### src/inc/intr_flag_map.svh
`ifndef INTR_FLAG_MAP_SVH
`define INTR_FLAG_MAP_SVH
// register byte addresses
`define ADDR_FLAGS     12'h000
`define ADDR_REQUEST   12'h004
`define ADDR_STATUS    12'h008
`define ADDR_TRAP      12'h00c
// flag register fields
`define FLAG_ACCEPT_BIT 6
`define FLAG_STACK_BIT  7
`define FLAG_RSVD_BIT   11
`define FLAG_PRIO_LSB   12
`define FLAG_PRIO_MSB   14
// reset values
`define RST_ACCEPT      1'b0
`define RST_STACK       1'b0
`define RST_PRIO        3'h0
// trap numbers that force the interrupt stack
`define TRAP_STACK_MAX  6'h1f
// axi responses
`define RESP_OKAY       2'h0
`define RESP_SLVERR     2'h2
`endif

### src/inc/intr_flag_pkg.sv
package intr_flag_pkg;
  typedef logic [2:0] prio_t;
  typedef enum logic [2:0] {
    RD_IDLE = 3'b001,
    RD_RESP = 3'b010,
    RD_HOLD = 3'b100
  } rd_state_t;
endpackage

### src/inc/accept_if.sv
`timescale 1ns/1ps
interface accept_if;
  logic                   accept_flag;
  intr_flag_pkg::prio_t   level;
  logic                   req_valid;
  logic                   req_nonmask;
  intr_flag_pkg::prio_t   req_prio;
  logic                   take;
  modport judge (input accept_flag, level, req_valid, req_nonmask, req_prio, output take);
  modport owner (output accept_flag, level, req_valid, req_nonmask, req_prio, input take);
endinterface

### src/rtl/accept_judge.sv
`timescale 1ns/1ps
module accept_judge (
  accept_if.judge a
);
  // maskable needs both the flag and a strictly higher priority
  always_comb begin
    if (!a.req_valid) begin
      a.take = 1'b0;
    end else if (a.req_nonmask) begin
      a.take = 1'b1;
    end else begin
      a.take = a.accept_flag && (a.req_prio > a.level);
    end
  end
endmodule

### src/rtl/intr_flag_unit.sv
// Register access over AXI4-Lite and the register offsets were decided locally.
`timescale 1ns/1ps
`include "intr_flag_map.svh"
// Operation
// - accept flag low blocks maskable requests
// - any acknowledge clears accept flag
// - stack flag selects interrupt or user stack
// - hardware acknowledge or low trap clears stack flag
// - priority level is three bits
// - maskable request priority must exceed level
// - reserved bit reads undefined, write zero
// - low reset reinitialises flags
module intr_flag_unit (
  input  wire logic                 aclk,
  input  wire logic                 aresetn,
  input  wire logic [11:0]          s_axi_awaddr,
  input  wire logic                 s_axi_awvalid,
  output      logic                 s_axi_awready,
  input  wire logic [31:0]          s_axi_wdata,
  input  wire logic [3:0]           s_axi_wstrb,
  input  wire logic                 s_axi_wvalid,
  output      logic                 s_axi_wready,
  output      logic [1:0]           s_axi_bresp,
  output      logic                 s_axi_bvalid,
  input  wire logic                 s_axi_bready,
  input  wire logic [11:0]          s_axi_araddr,
  input  wire logic                 s_axi_arvalid,
  output      logic                 s_axi_arready,
  output      logic [31:0]          s_axi_rdata,
  output      logic [1:0]           s_axi_rresp,
  output      logic                 s_axi_rvalid,
  input  wire logic                 s_axi_rready,
  input  wire logic                 irq_valid,
  input  wire logic                 irq_nonmask,
  input  wire intr_flag_pkg::prio_t irq_prio,
  output      logic                 irq_ack,
  input  wire logic                 trap_exec,
  input  wire logic [5:0]           trap_num,
  input  wire logic                 flags_load,
  input  wire logic [15:0]          flags_wdata,
  output      logic [15:0]          flags_out,
  output      logic                 use_user_stack,
  output      logic                 stack_sel_isp
);

  ////////////////////////////////////////////////////////////////////////
  logic                 accept_reg;
  logic                 stack_reg;
  intr_flag_pkg::prio_t prio_reg;
  logic                 rsvd_reg;
  logic                 ack_seen_reg;
  intr_flag_pkg::prio_t last_prio_reg;
  logic                 aw_held_reg;
  logic                 w_held_reg;
  logic [11:0]          awaddr_reg;
  logic [31:0]          wdata_reg;
  logic [3:0]           wstrb_reg;
  intr_flag_pkg::rd_state_t rd_state_reg;
  logic                 wr_fire;
  logic [11:0]          wr_addr;
  logic [31:0]          wr_data;
  logic [3:0]           wr_strb;
  logic                 sw_flag_write;
  logic                 take;
  logic                 trap_low;
  accept_if             acc ();

  assign acc.accept_flag = accept_reg;
  assign acc.level       = prio_reg;
  assign acc.req_valid   = irq_valid;
  assign acc.req_nonmask = irq_nonmask;
  assign acc.req_prio    = irq_prio;
  assign take            = acc.take;
  assign irq_ack         = take;

  accept_judge judge_i (
    .a (acc)
  );

  ////////////////////////////////////////////////////////////////////////
  // write channel: address and data taken in either order
  assign s_axi_awready = !aw_held_reg && !s_axi_bvalid;
  assign s_axi_wready  = !w_held_reg && !s_axi_bvalid;
  assign wr_addr = aw_held_reg ? awaddr_reg : s_axi_awaddr;
  assign wr_data = w_held_reg ? wdata_reg : s_axi_wdata;
  assign wr_strb = w_held_reg ? wstrb_reg : s_axi_wstrb;
  assign wr_fire = (aw_held_reg || (s_axi_awvalid && s_axi_awready)) &&
                   (w_held_reg || (s_axi_wvalid && s_axi_wready));

  always_ff @(posedge aclk) begin
    if (!aresetn) begin
      aw_held_reg <= 1'b0;
      w_held_reg  <= 1'b0;
      awaddr_reg  <= 12'h000;
      wdata_reg   <= 32'h0000_0000;
      wstrb_reg   <= 4'h0;
    end else if (wr_fire) begin
      aw_held_reg <= 1'b0;
      w_held_reg  <= 1'b0;
    end else begin
      if (s_axi_awvalid && s_axi_awready) begin
        aw_held_reg <= 1'b1;
        awaddr_reg  <= s_axi_awaddr;
      end
      if (s_axi_wvalid && s_axi_wready) begin
        w_held_reg <= 1'b1;
        wdata_reg  <= s_axi_wdata;
        wstrb_reg  <= s_axi_wstrb;
      end
    end
  end

  always_ff @(posedge aclk) begin
    if (!aresetn) begin
      s_axi_bvalid <= 1'b0;
      s_axi_bresp  <= `RESP_OKAY;
    end else if (wr_fire) begin
      s_axi_bvalid <= 1'b1;
      s_axi_bresp  <= (wr_addr == `ADDR_FLAGS || wr_addr == `ADDR_STATUS) ?
                      `RESP_OKAY : `RESP_SLVERR;
    end else if (s_axi_bready) begin
      s_axi_bvalid <= 1'b0;
    end
  end

  // only the low two lanes carry flag bits
  assign sw_flag_write = wr_fire && (wr_addr == `ADDR_FLAGS) && wr_strb[0] && wr_strb[1];

  ////////////////////////////////////////////////////////////////////////
  // flag register
  assign trap_low = trap_exec && (trap_num <= `TRAP_STACK_MAX);

  always_ff @(posedge aclk) begin
    if (!aresetn) begin
      accept_reg <= `RST_ACCEPT;
    end else if (take) begin
      accept_reg <= 1'b0;
    end else if (flags_load) begin
      accept_reg <= flags_wdata[`FLAG_ACCEPT_BIT];
    end else if (sw_flag_write) begin
      accept_reg <= wr_data[`FLAG_ACCEPT_BIT];
    end
  end

  // hardware clear beats any software load in the same cycle
  always_ff @(posedge aclk) begin
    if (!aresetn) begin
      stack_reg <= `RST_STACK;
    end else if (take || trap_low) begin
      stack_reg <= 1'b0;
    end else if (flags_load) begin
      stack_reg <= flags_wdata[`FLAG_STACK_BIT];
    end else if (sw_flag_write) begin
      stack_reg <= wr_data[`FLAG_STACK_BIT];
    end
  end

  always_ff @(posedge aclk) begin
    if (!aresetn) begin
      prio_reg <= `RST_PRIO;
      rsvd_reg <= 1'b0;
    end else if (flags_load) begin
      prio_reg <= flags_wdata[`FLAG_PRIO_MSB:`FLAG_PRIO_LSB];
      rsvd_reg <= flags_wdata[`FLAG_RSVD_BIT];
    end else if (sw_flag_write) begin
      prio_reg <= wr_data[`FLAG_PRIO_MSB:`FLAG_PRIO_LSB];
      rsvd_reg <= wr_data[`FLAG_RSVD_BIT];
    end
  end

  // sticky acknowledge status; set wins over a write-one clear
  always_ff @(posedge aclk) begin
    if (!aresetn) begin
      ack_seen_reg  <= 1'b0;
      last_prio_reg <= 3'h0;
    end else if (take) begin
      ack_seen_reg  <= 1'b1;
      last_prio_reg <= irq_prio;
    end else if (wr_fire && wr_addr == `ADDR_STATUS && wr_strb[0] && wr_data[0]) begin
      ack_seen_reg <= 1'b0;
    end
  end

  always_comb begin
    flags_out = 16'h0000;
    flags_out[`FLAG_ACCEPT_BIT] = accept_reg;
    flags_out[`FLAG_STACK_BIT]  = stack_reg;
    // reserved bit echoes last write; software must not rely on it
    flags_out[`FLAG_RSVD_BIT]   = rsvd_reg;
    flags_out[`FLAG_PRIO_MSB:`FLAG_PRIO_LSB] = prio_reg;
  end

  assign use_user_stack = stack_reg;
  assign stack_sel_isp  = !stack_reg;

  ////////////////////////////////////////////////////////////////////////
  // read channel
  assign s_axi_arready = (rd_state_reg == intr_flag_pkg::RD_IDLE);

  always_ff @(posedge aclk) begin
    if (!aresetn) begin
      rd_state_reg <= intr_flag_pkg::RD_IDLE;
      s_axi_rvalid <= 1'b0;
      s_axi_rdata  <= 32'h0000_0000;
      s_axi_rresp  <= `RESP_OKAY;
    end else begin
      unique case (rd_state_reg)
        intr_flag_pkg::RD_IDLE: begin
          if (s_axi_arvalid) begin
            rd_state_reg <= intr_flag_pkg::RD_RESP;
            s_axi_rvalid <= 1'b1;
            s_axi_rresp  <= `RESP_OKAY;
            unique case (s_axi_araddr)
              `ADDR_FLAGS:   s_axi_rdata <= {16'h0000, flags_out};
              `ADDR_REQUEST: s_axi_rdata <= {24'h000000, irq_prio, 3'h0, irq_nonmask,
                                             irq_valid};
              `ADDR_STATUS:  s_axi_rdata <= {24'h000000, 1'b0, last_prio_reg, 2'h0,
                                             take, ack_seen_reg};
              default: begin
                s_axi_rdata <= 32'h0000_0000;
                s_axi_rresp <= `RESP_SLVERR;
              end
            endcase
          end
        end
        intr_flag_pkg::RD_RESP: begin
          if (s_axi_rready) begin
            rd_state_reg <= intr_flag_pkg::RD_IDLE;
            s_axi_rvalid <= 1'b0;
          end
        end
        default: begin
          rd_state_reg <= intr_flag_pkg::RD_IDLE;
          s_axi_rvalid <= 1'b0;
        end
      endcase
    end
  end

endmodule

### config.mk
export PLATFORM = sky130hd
export DESIGN_NAME = intr_flag_unit
export DESIGN_NICKNAME = d
export VERILOG_FILES = /design/src/inc/intr_flag_pkg.sv /design/src/inc/accept_if.sv /design/src/rtl/accept_judge.sv /design/src/rtl/intr_flag_unit.sv
export VERILOG_INCLUDE_DIRS = /design/src /design/src/inc
export SDC_FILE = /design/constraint.sdc
export NUM_CORES = 1
export LEC_CHECK = 0
export ABC_AREA = 1
export BUFFER_PORTS_ARGS = -buffer_cell sky130_fd_sc_hd__buf_2
export CAP_MARGIN = 0
export CORE_MARGIN = 2
export CORE_UTILIZATION = 44
export CTS_CLUSTER_DIAMETER = 50
export DETAILED_ROUTE_END_ITERATION = 8
export GPL_TIMING_DRIVEN = 1
export HOLD_SLACK_MARGIN = 0.06
export PLACE_DENSITY = 0.86
export SLEW_MARGIN = 0
export SYNTH_ARGS = -nofsm -noshare
export SYNTH_HDL_FRONTEND = slang
export SYNTH_HIERARCHICAL = 1
export SYNTH_SLANG_ARGS = --single-unit
### constraint.sdc
create_clock -name aclk -period 1.6 [get_ports aclk]
set_input_delay 0.16 -clock aclk [delete_from_list [all_inputs] [get_ports aclk]]
set_output_delay 0.16 -clock aclk [all_outputs]
set_load 0.1 [all_outputs]
---- Yosys cells after proc, flatten, opt, wreduce, memory -nomap -nowiden ----
Index checks and enable logic that the tools add are counted.
W data, S select, Z words.
cells by class
  bitwise operators ....................... 2
  equal/unequal tests ..................... 7
  order comparisons ....................... 2
  muxes and demuxes ....................... 26
  reductions and logical operators ........ 34
operator list
  operator               number
  $pmux W15 S3           1
  $eq A12 B4 Y1 const B  2
  $logic_not A12 Y1      2
  $mux W15               1
  $mux W1                14
  $logic_and A1 B1 Y1    13
  $eq A12 B3 Y1 const B  1
  $mux W12               1
  $mux W3                4
  $reduce_and A2 Y1      4
  $le A6 B5 Y1 const B   1
  $mux W2                3
  $pmux W3 S2            1
  $reduce_bool A2 Y1     3
  $reduce_or A2 Y1       3
  $logic_not A1 Y1       4
  $logic_or A1 B1 Y1     4
  $ne A2 B2 Y1 const B   2
  $eq A3 B1 Y1 const B   1
  $eq A3 B2 Y1 const B   1
  $gt A3 B3 Y1           1
  $reduce_or A3 Y1       1
  $not A1 Y1             2
  $pmux W1 S2            1
storage, ports and cells
  bits in registers ....................... 82
  input bits .............................. 96
  word-level logic and storage cells ...... 88
  output and inout bits ................... 60

---- Logic depth before layout (Yosys ltp) ----
  depth in word-level cells ............... 10
  mapped depth ............................ 12
  mapped depth without buffers ............ 11

---- Modules after synthesis ----
The synthesis kept the hierarchy.
modules (own cells, without submodules)
  module          seq. area each (um^2)  area each (um^2)  instances  cells an instance
  intr_flag_unit  960.9                  2,600.0           1          367
  accept_judge    0.0                    98.8              1          17

---- Least setup slack after synthesis ----
No wires, ideal clock.
  path type ............................... register to register
  start ................................... reg s_axi_rvalid (netlist name)
  end ..................................... reg s_axi_rdata[0]
  setup time .............................. 72 ps
  cell stages (with the launch flop) ...... 7
  required time ........................... 1,528 ps
  data arrival time ....................... 3,090 ps
  slack ................................... -1,562 ps
  period minus slack after synthesis ...... 3,162 ps
  path buffers ............................ 1
  path through ............................ dfxtp_1 > nor2_1 > nand2_1 > inv_1 > buf_2 > nand2_1 > a21oi_1
RTL lines
  element               line                   source
  end signal, assigned  intr_flag_unit.sv:214  `ADDR_FLAGS: s_axi_rdata <= {16'h0000, flags_out};
  end signal, assigned  intr_flag_unit.sv:215  `ADDR_REQUEST: s_axi_rdata <= {24'h000000, irq_prio, 3'h0, irq_nonmask,
  end signal, assigned  intr_flag_unit.sv:217  `ADDR_STATUS: s_axi_rdata <= {24'h000000, 1'b0, last_prio_reg, 2'h0,
  end, declared         intr_flag_unit.sv:29   output logic [31:0] s_axi_rdata,

---- Worst setup path after layout ----
  start ................................... reg prio_reg[2] (netlist: acc.level[2])
  end ..................................... out irq_ack
on the way
  cells in the longest elaborated chain, start to end .. 4
ends and longest elaborated chain
  element                 line                   source
  start, declared         intr_flag_unit.sv:49   intr_flag_pkg::prio_t prio_reg;
  start signal, assigned  intr_flag_unit.sv:160  prio_reg <= `RST_PRIO;
  start signal, assigned  intr_flag_unit.sv:163  prio_reg <= flags_wdata[`FLAG_PRIO_MSB:`FLAG_PRIO_LSB];
  start signal, assigned  intr_flag_unit.sv:166  prio_reg <= wr_data[`FLAG_PRIO_MSB:`FLAG_PRIO_LSB];
  $gt A3 B3 Y1            accept_judge.sv:12     a.take = a.accept_flag && (a.req_prio > a.level);
  $logic_and A1 B1 Y1     accept_judge.sv:12
  $mux W1                 accept_judge.sv:9      end else if (a.req_nonmask) begin
  $mux W1                 accept_judge.sv:7      if (!a.req_valid) begin
  end, declared           intr_flag_unit.sv:36   output logic irq_ack,
Every way passes these cells.

==> metrics.txt <==
final hold vios 0; Final period util 1.12; Initial Util 0.456; Post-synth EDFFs 0; DR vias/cell 4.58; die area 0.00678 mm2; critical path endpoint category output pin; critical path launch point type flop; worst hold path depth 3; crit-path max cell delay 0.36 ns; CTS tree yes; status finished with violations; Clk Latency, worst-skew pair approximately 0.3 ns; P_leak 1.62 nW; critical-path cell list inv_2, ha_4, nand3_2, nand2_2, inv_2, nand2_2, a21oi_4, buf_6, buf_12; cell taking the most area after synthesis dfxtp_1; setup ws final -0.197 ns; hold worst-path end rd_state_reg[0]$_SDFFE_PN1P_; ANT cells 0; Final nets 570; routed wire length 6000 um; largest net degree at the start of global routing 38; max FFs per register 12; register area 982 um2; first-pass GRT wire length 9690 um; vias in the first global route 2243; Tightest Pin Transition ~0.50 ns; #FFs+latches synth 48; ys async rst share 0; Worst Path Max Fanout 3; post-detail-place hpwl ~4600 um; synth warn 6; Mapped Avg Cell Area 7.03 um2; worst r2r path cells 12; Max VDD drop about 850 uV; setup TNS -0.286 ns; post-synthesis cell type count 28; CTS buffer count 5; hold buffers post-CTS 0; Critical Path RT 1.44 ns; Post-Place Cells about 540; clock sink count 48; Critical-path top delay cell dfxtp_4; CTS Buffer Depth 2; Synth area leaders dfxtp_1 36%, buf_4 11%, o21ai_0 8.3%; ys flop type dfxtp_1; violations in the final reports setup timing; Final GP Congestion 0.797; Buffers & Inverters on Critical Path 4; post-synth top area share 0.356; CP delay by family, top buffers and inverters; synthesized instance count 384; Fmax achieved 557 MHz; Std-Cell Rows 28; total gr overflow 0; Worst-path clk slew roughly 0.09 ns; reg-to-reg endpoint last_prio_reg[1]$_SDFFE_PN0P_; Post-Route Skew slightly below 0.006 ns; GRT Overall Usage 0.184; io pins approximately 160; Detail Route Antenna Nets 0; Die W 82.3 um; Final Non-Filler Cells 547; worst r2r src acc.level[2]$_SDFFE_PN0P_; RSZ-0062 raised after global routing true; minimum clock period 1.80 ns; layout cell share with drive strength beyond 1 0.318; Fillers 573; H-tree levels 2; DR iter-0 viols 97; core area approximately 0.0059 mm2; Slew Limit Fails 0; Root Buffer clkbuf_8; die height 82.3 um; via count 2506; # DRC 0; initial antenna violation count 0; sequential share of the synthesized area 0.356; R2R setup slack -0.03 ns; slew margin rel. 0.662; hold_sp s_axi_rready; Layout area overhead 23.5%; Pwr Density 1060 mW/mm2; input/output buffers 79; multi-input logic area 0.00143 mm2; worst path arrival time 1.64 ns; CP Class flop to output pin; WL/cell 11.0 um; Max Cap Viol 0; Hold Crit Class input pin to flop; DR pass1 iterations 4; Synth Cell Area 0.00270 mm2; Final Setup Violations 5
==> routing by layer <==
metal | GRT usage | share of wire | vias up | wire length (um)
met3 | 0.0424 | 0.058 | 7 | 350
met1 | 0.217 | 0.44 | 1101 | 2670
li1 | - | - | 1329 | -
met5 | 0 | 0 | - | 0
met4 | 0.0500 | 0.0092 | 0 | 55
met2 | 0.332 | 0.49 | 69 | 2930
==> cell usage in the layout (no fill, tap or decap), drive strengths merged, types with 5 or more instances in the layout <==
master  count
a21oi      32
buf        96
clkbuf      7
conb       34
dfxtp      48
inv        41
mux2i       5
nand2      58
nand3      29
nor2       61
nor3        5
o21ai      46
==> Yosys cell counts, types with 4 or more instances <==
cell / instances
nor2_1: 58
nand2_1: 56
dfxtp_1: 48
o21ai_0: 45
buf_4: 39
inv_1: 39
a21oi_1: 30
nand3_1: 24
mux2i_1: 5
nand3_2: 5
nor3_1: 5
buf_2: 4
==> worst reg2reg max path, stage by stage, from the launching register on <==
cell and delay, ns:
dfxtp_4 0.36, inv_2 0.05, ha_4 0.25, nand3_2 0.07, nand2_2 0.05, inv_2 0.05
nand2_2 0.06, a21oi_4 0.18, buf_4 0.16, buf_4 0.13, inv_2 0.05, nor2_1 0.08
nor2_1 0.05
==> worst max-delay path by stage <==
stage          slack (ns)                     endpoint                 startpoint  cells after the start
2_1_floorplan       -0.54  use_user_stack$_SDFFE_PP0P_  acc.level[2]$_SDFFE_PN0P_                     10
3_3_place_gp        -0.04    acc.level[2]$_SDFFE_PN0P_   aw_held_reg$_SDFFE_PP0P_                      7
3_5_place_dp        -0.08    acc.level[2]$_SDFFE_PN0P_   aw_held_reg$_SDFFE_PP0P_                      7
4_1_cts             -0.17                      irq_ack  acc.level[2]$_SDFFE_PN0P_                      9
5_1_grt             -0.26                      irq_ack  acc.level[2]$_SDFFE_PN0P_                      9
6_report            -0.20                      irq_ack  acc.level[2]$_SDFFE_PN0P_                      9
==> power by group <==
group	leakage (nW)	internal, mW	switching, mW	total [mW]
logic	1.17	0.314	1.06	1.37
clock network	0.0477	0.352	0.406	0.757
registers	0.399	1.31	0.0782	1.39
total	1.62	1.97	1.54	3.52
==> logic make-up (layout without fill, tap and decap cells) <==
kind of cell | after synthesis | count (layout) | share of synthesized area
compound gates | 80 | 80 | 0.161
flops | 48 | 48 | 0.356
other cells | 1 | 34 | 0.00139
simple gates | 154 | 154 | 0.248
mux | 5 | 5 | 0.0185
buf+inv | 93 | 148 | 0.200
fa+ha+maj | 3 | 3 | 0.0139
==> cell type report <==
type	instances	share of cell area
multi-input cells	276	0.430
flip-flops and latches	48	0.295
repair buffers	97	0.166
inverters	43	0.0529
well taps	75	0.0282
clock buffers	6	0.0248
clock inverters	2	0.00413
==> timing repair <==
action                                 4_1_cts  5_1_grt
pin swaps                                    2        8
resized for setup                            5       12
setup endpoints to repair                    8       17
buffers inserted                             2        1
endpoints found under the hold margin        0        0
==> per-stage QoR <==
step | instance area (um2) | utilization | worst slack, ns | total power, mW | hold slack, ns
after floorplan | 2920 | - | -0.543 | 2.58 | 0.295
after global placement | 3170 | 0.535 | -0.0374 | 2.72 | 0.408
after detailed placement | 3170 | 0.535 | -0.0772 | 2.75 | 0.409
after CTS | 3300 | 0.557 | -0.175 | 3.52 | 0.0969
after global routing | 3330 | 0.563 | -0.265 | 3.70 | 0.112
final | 3330 | 0.563 | -0.197 | 3.52 | 0.102
Power figures use the tool's default switching activity.
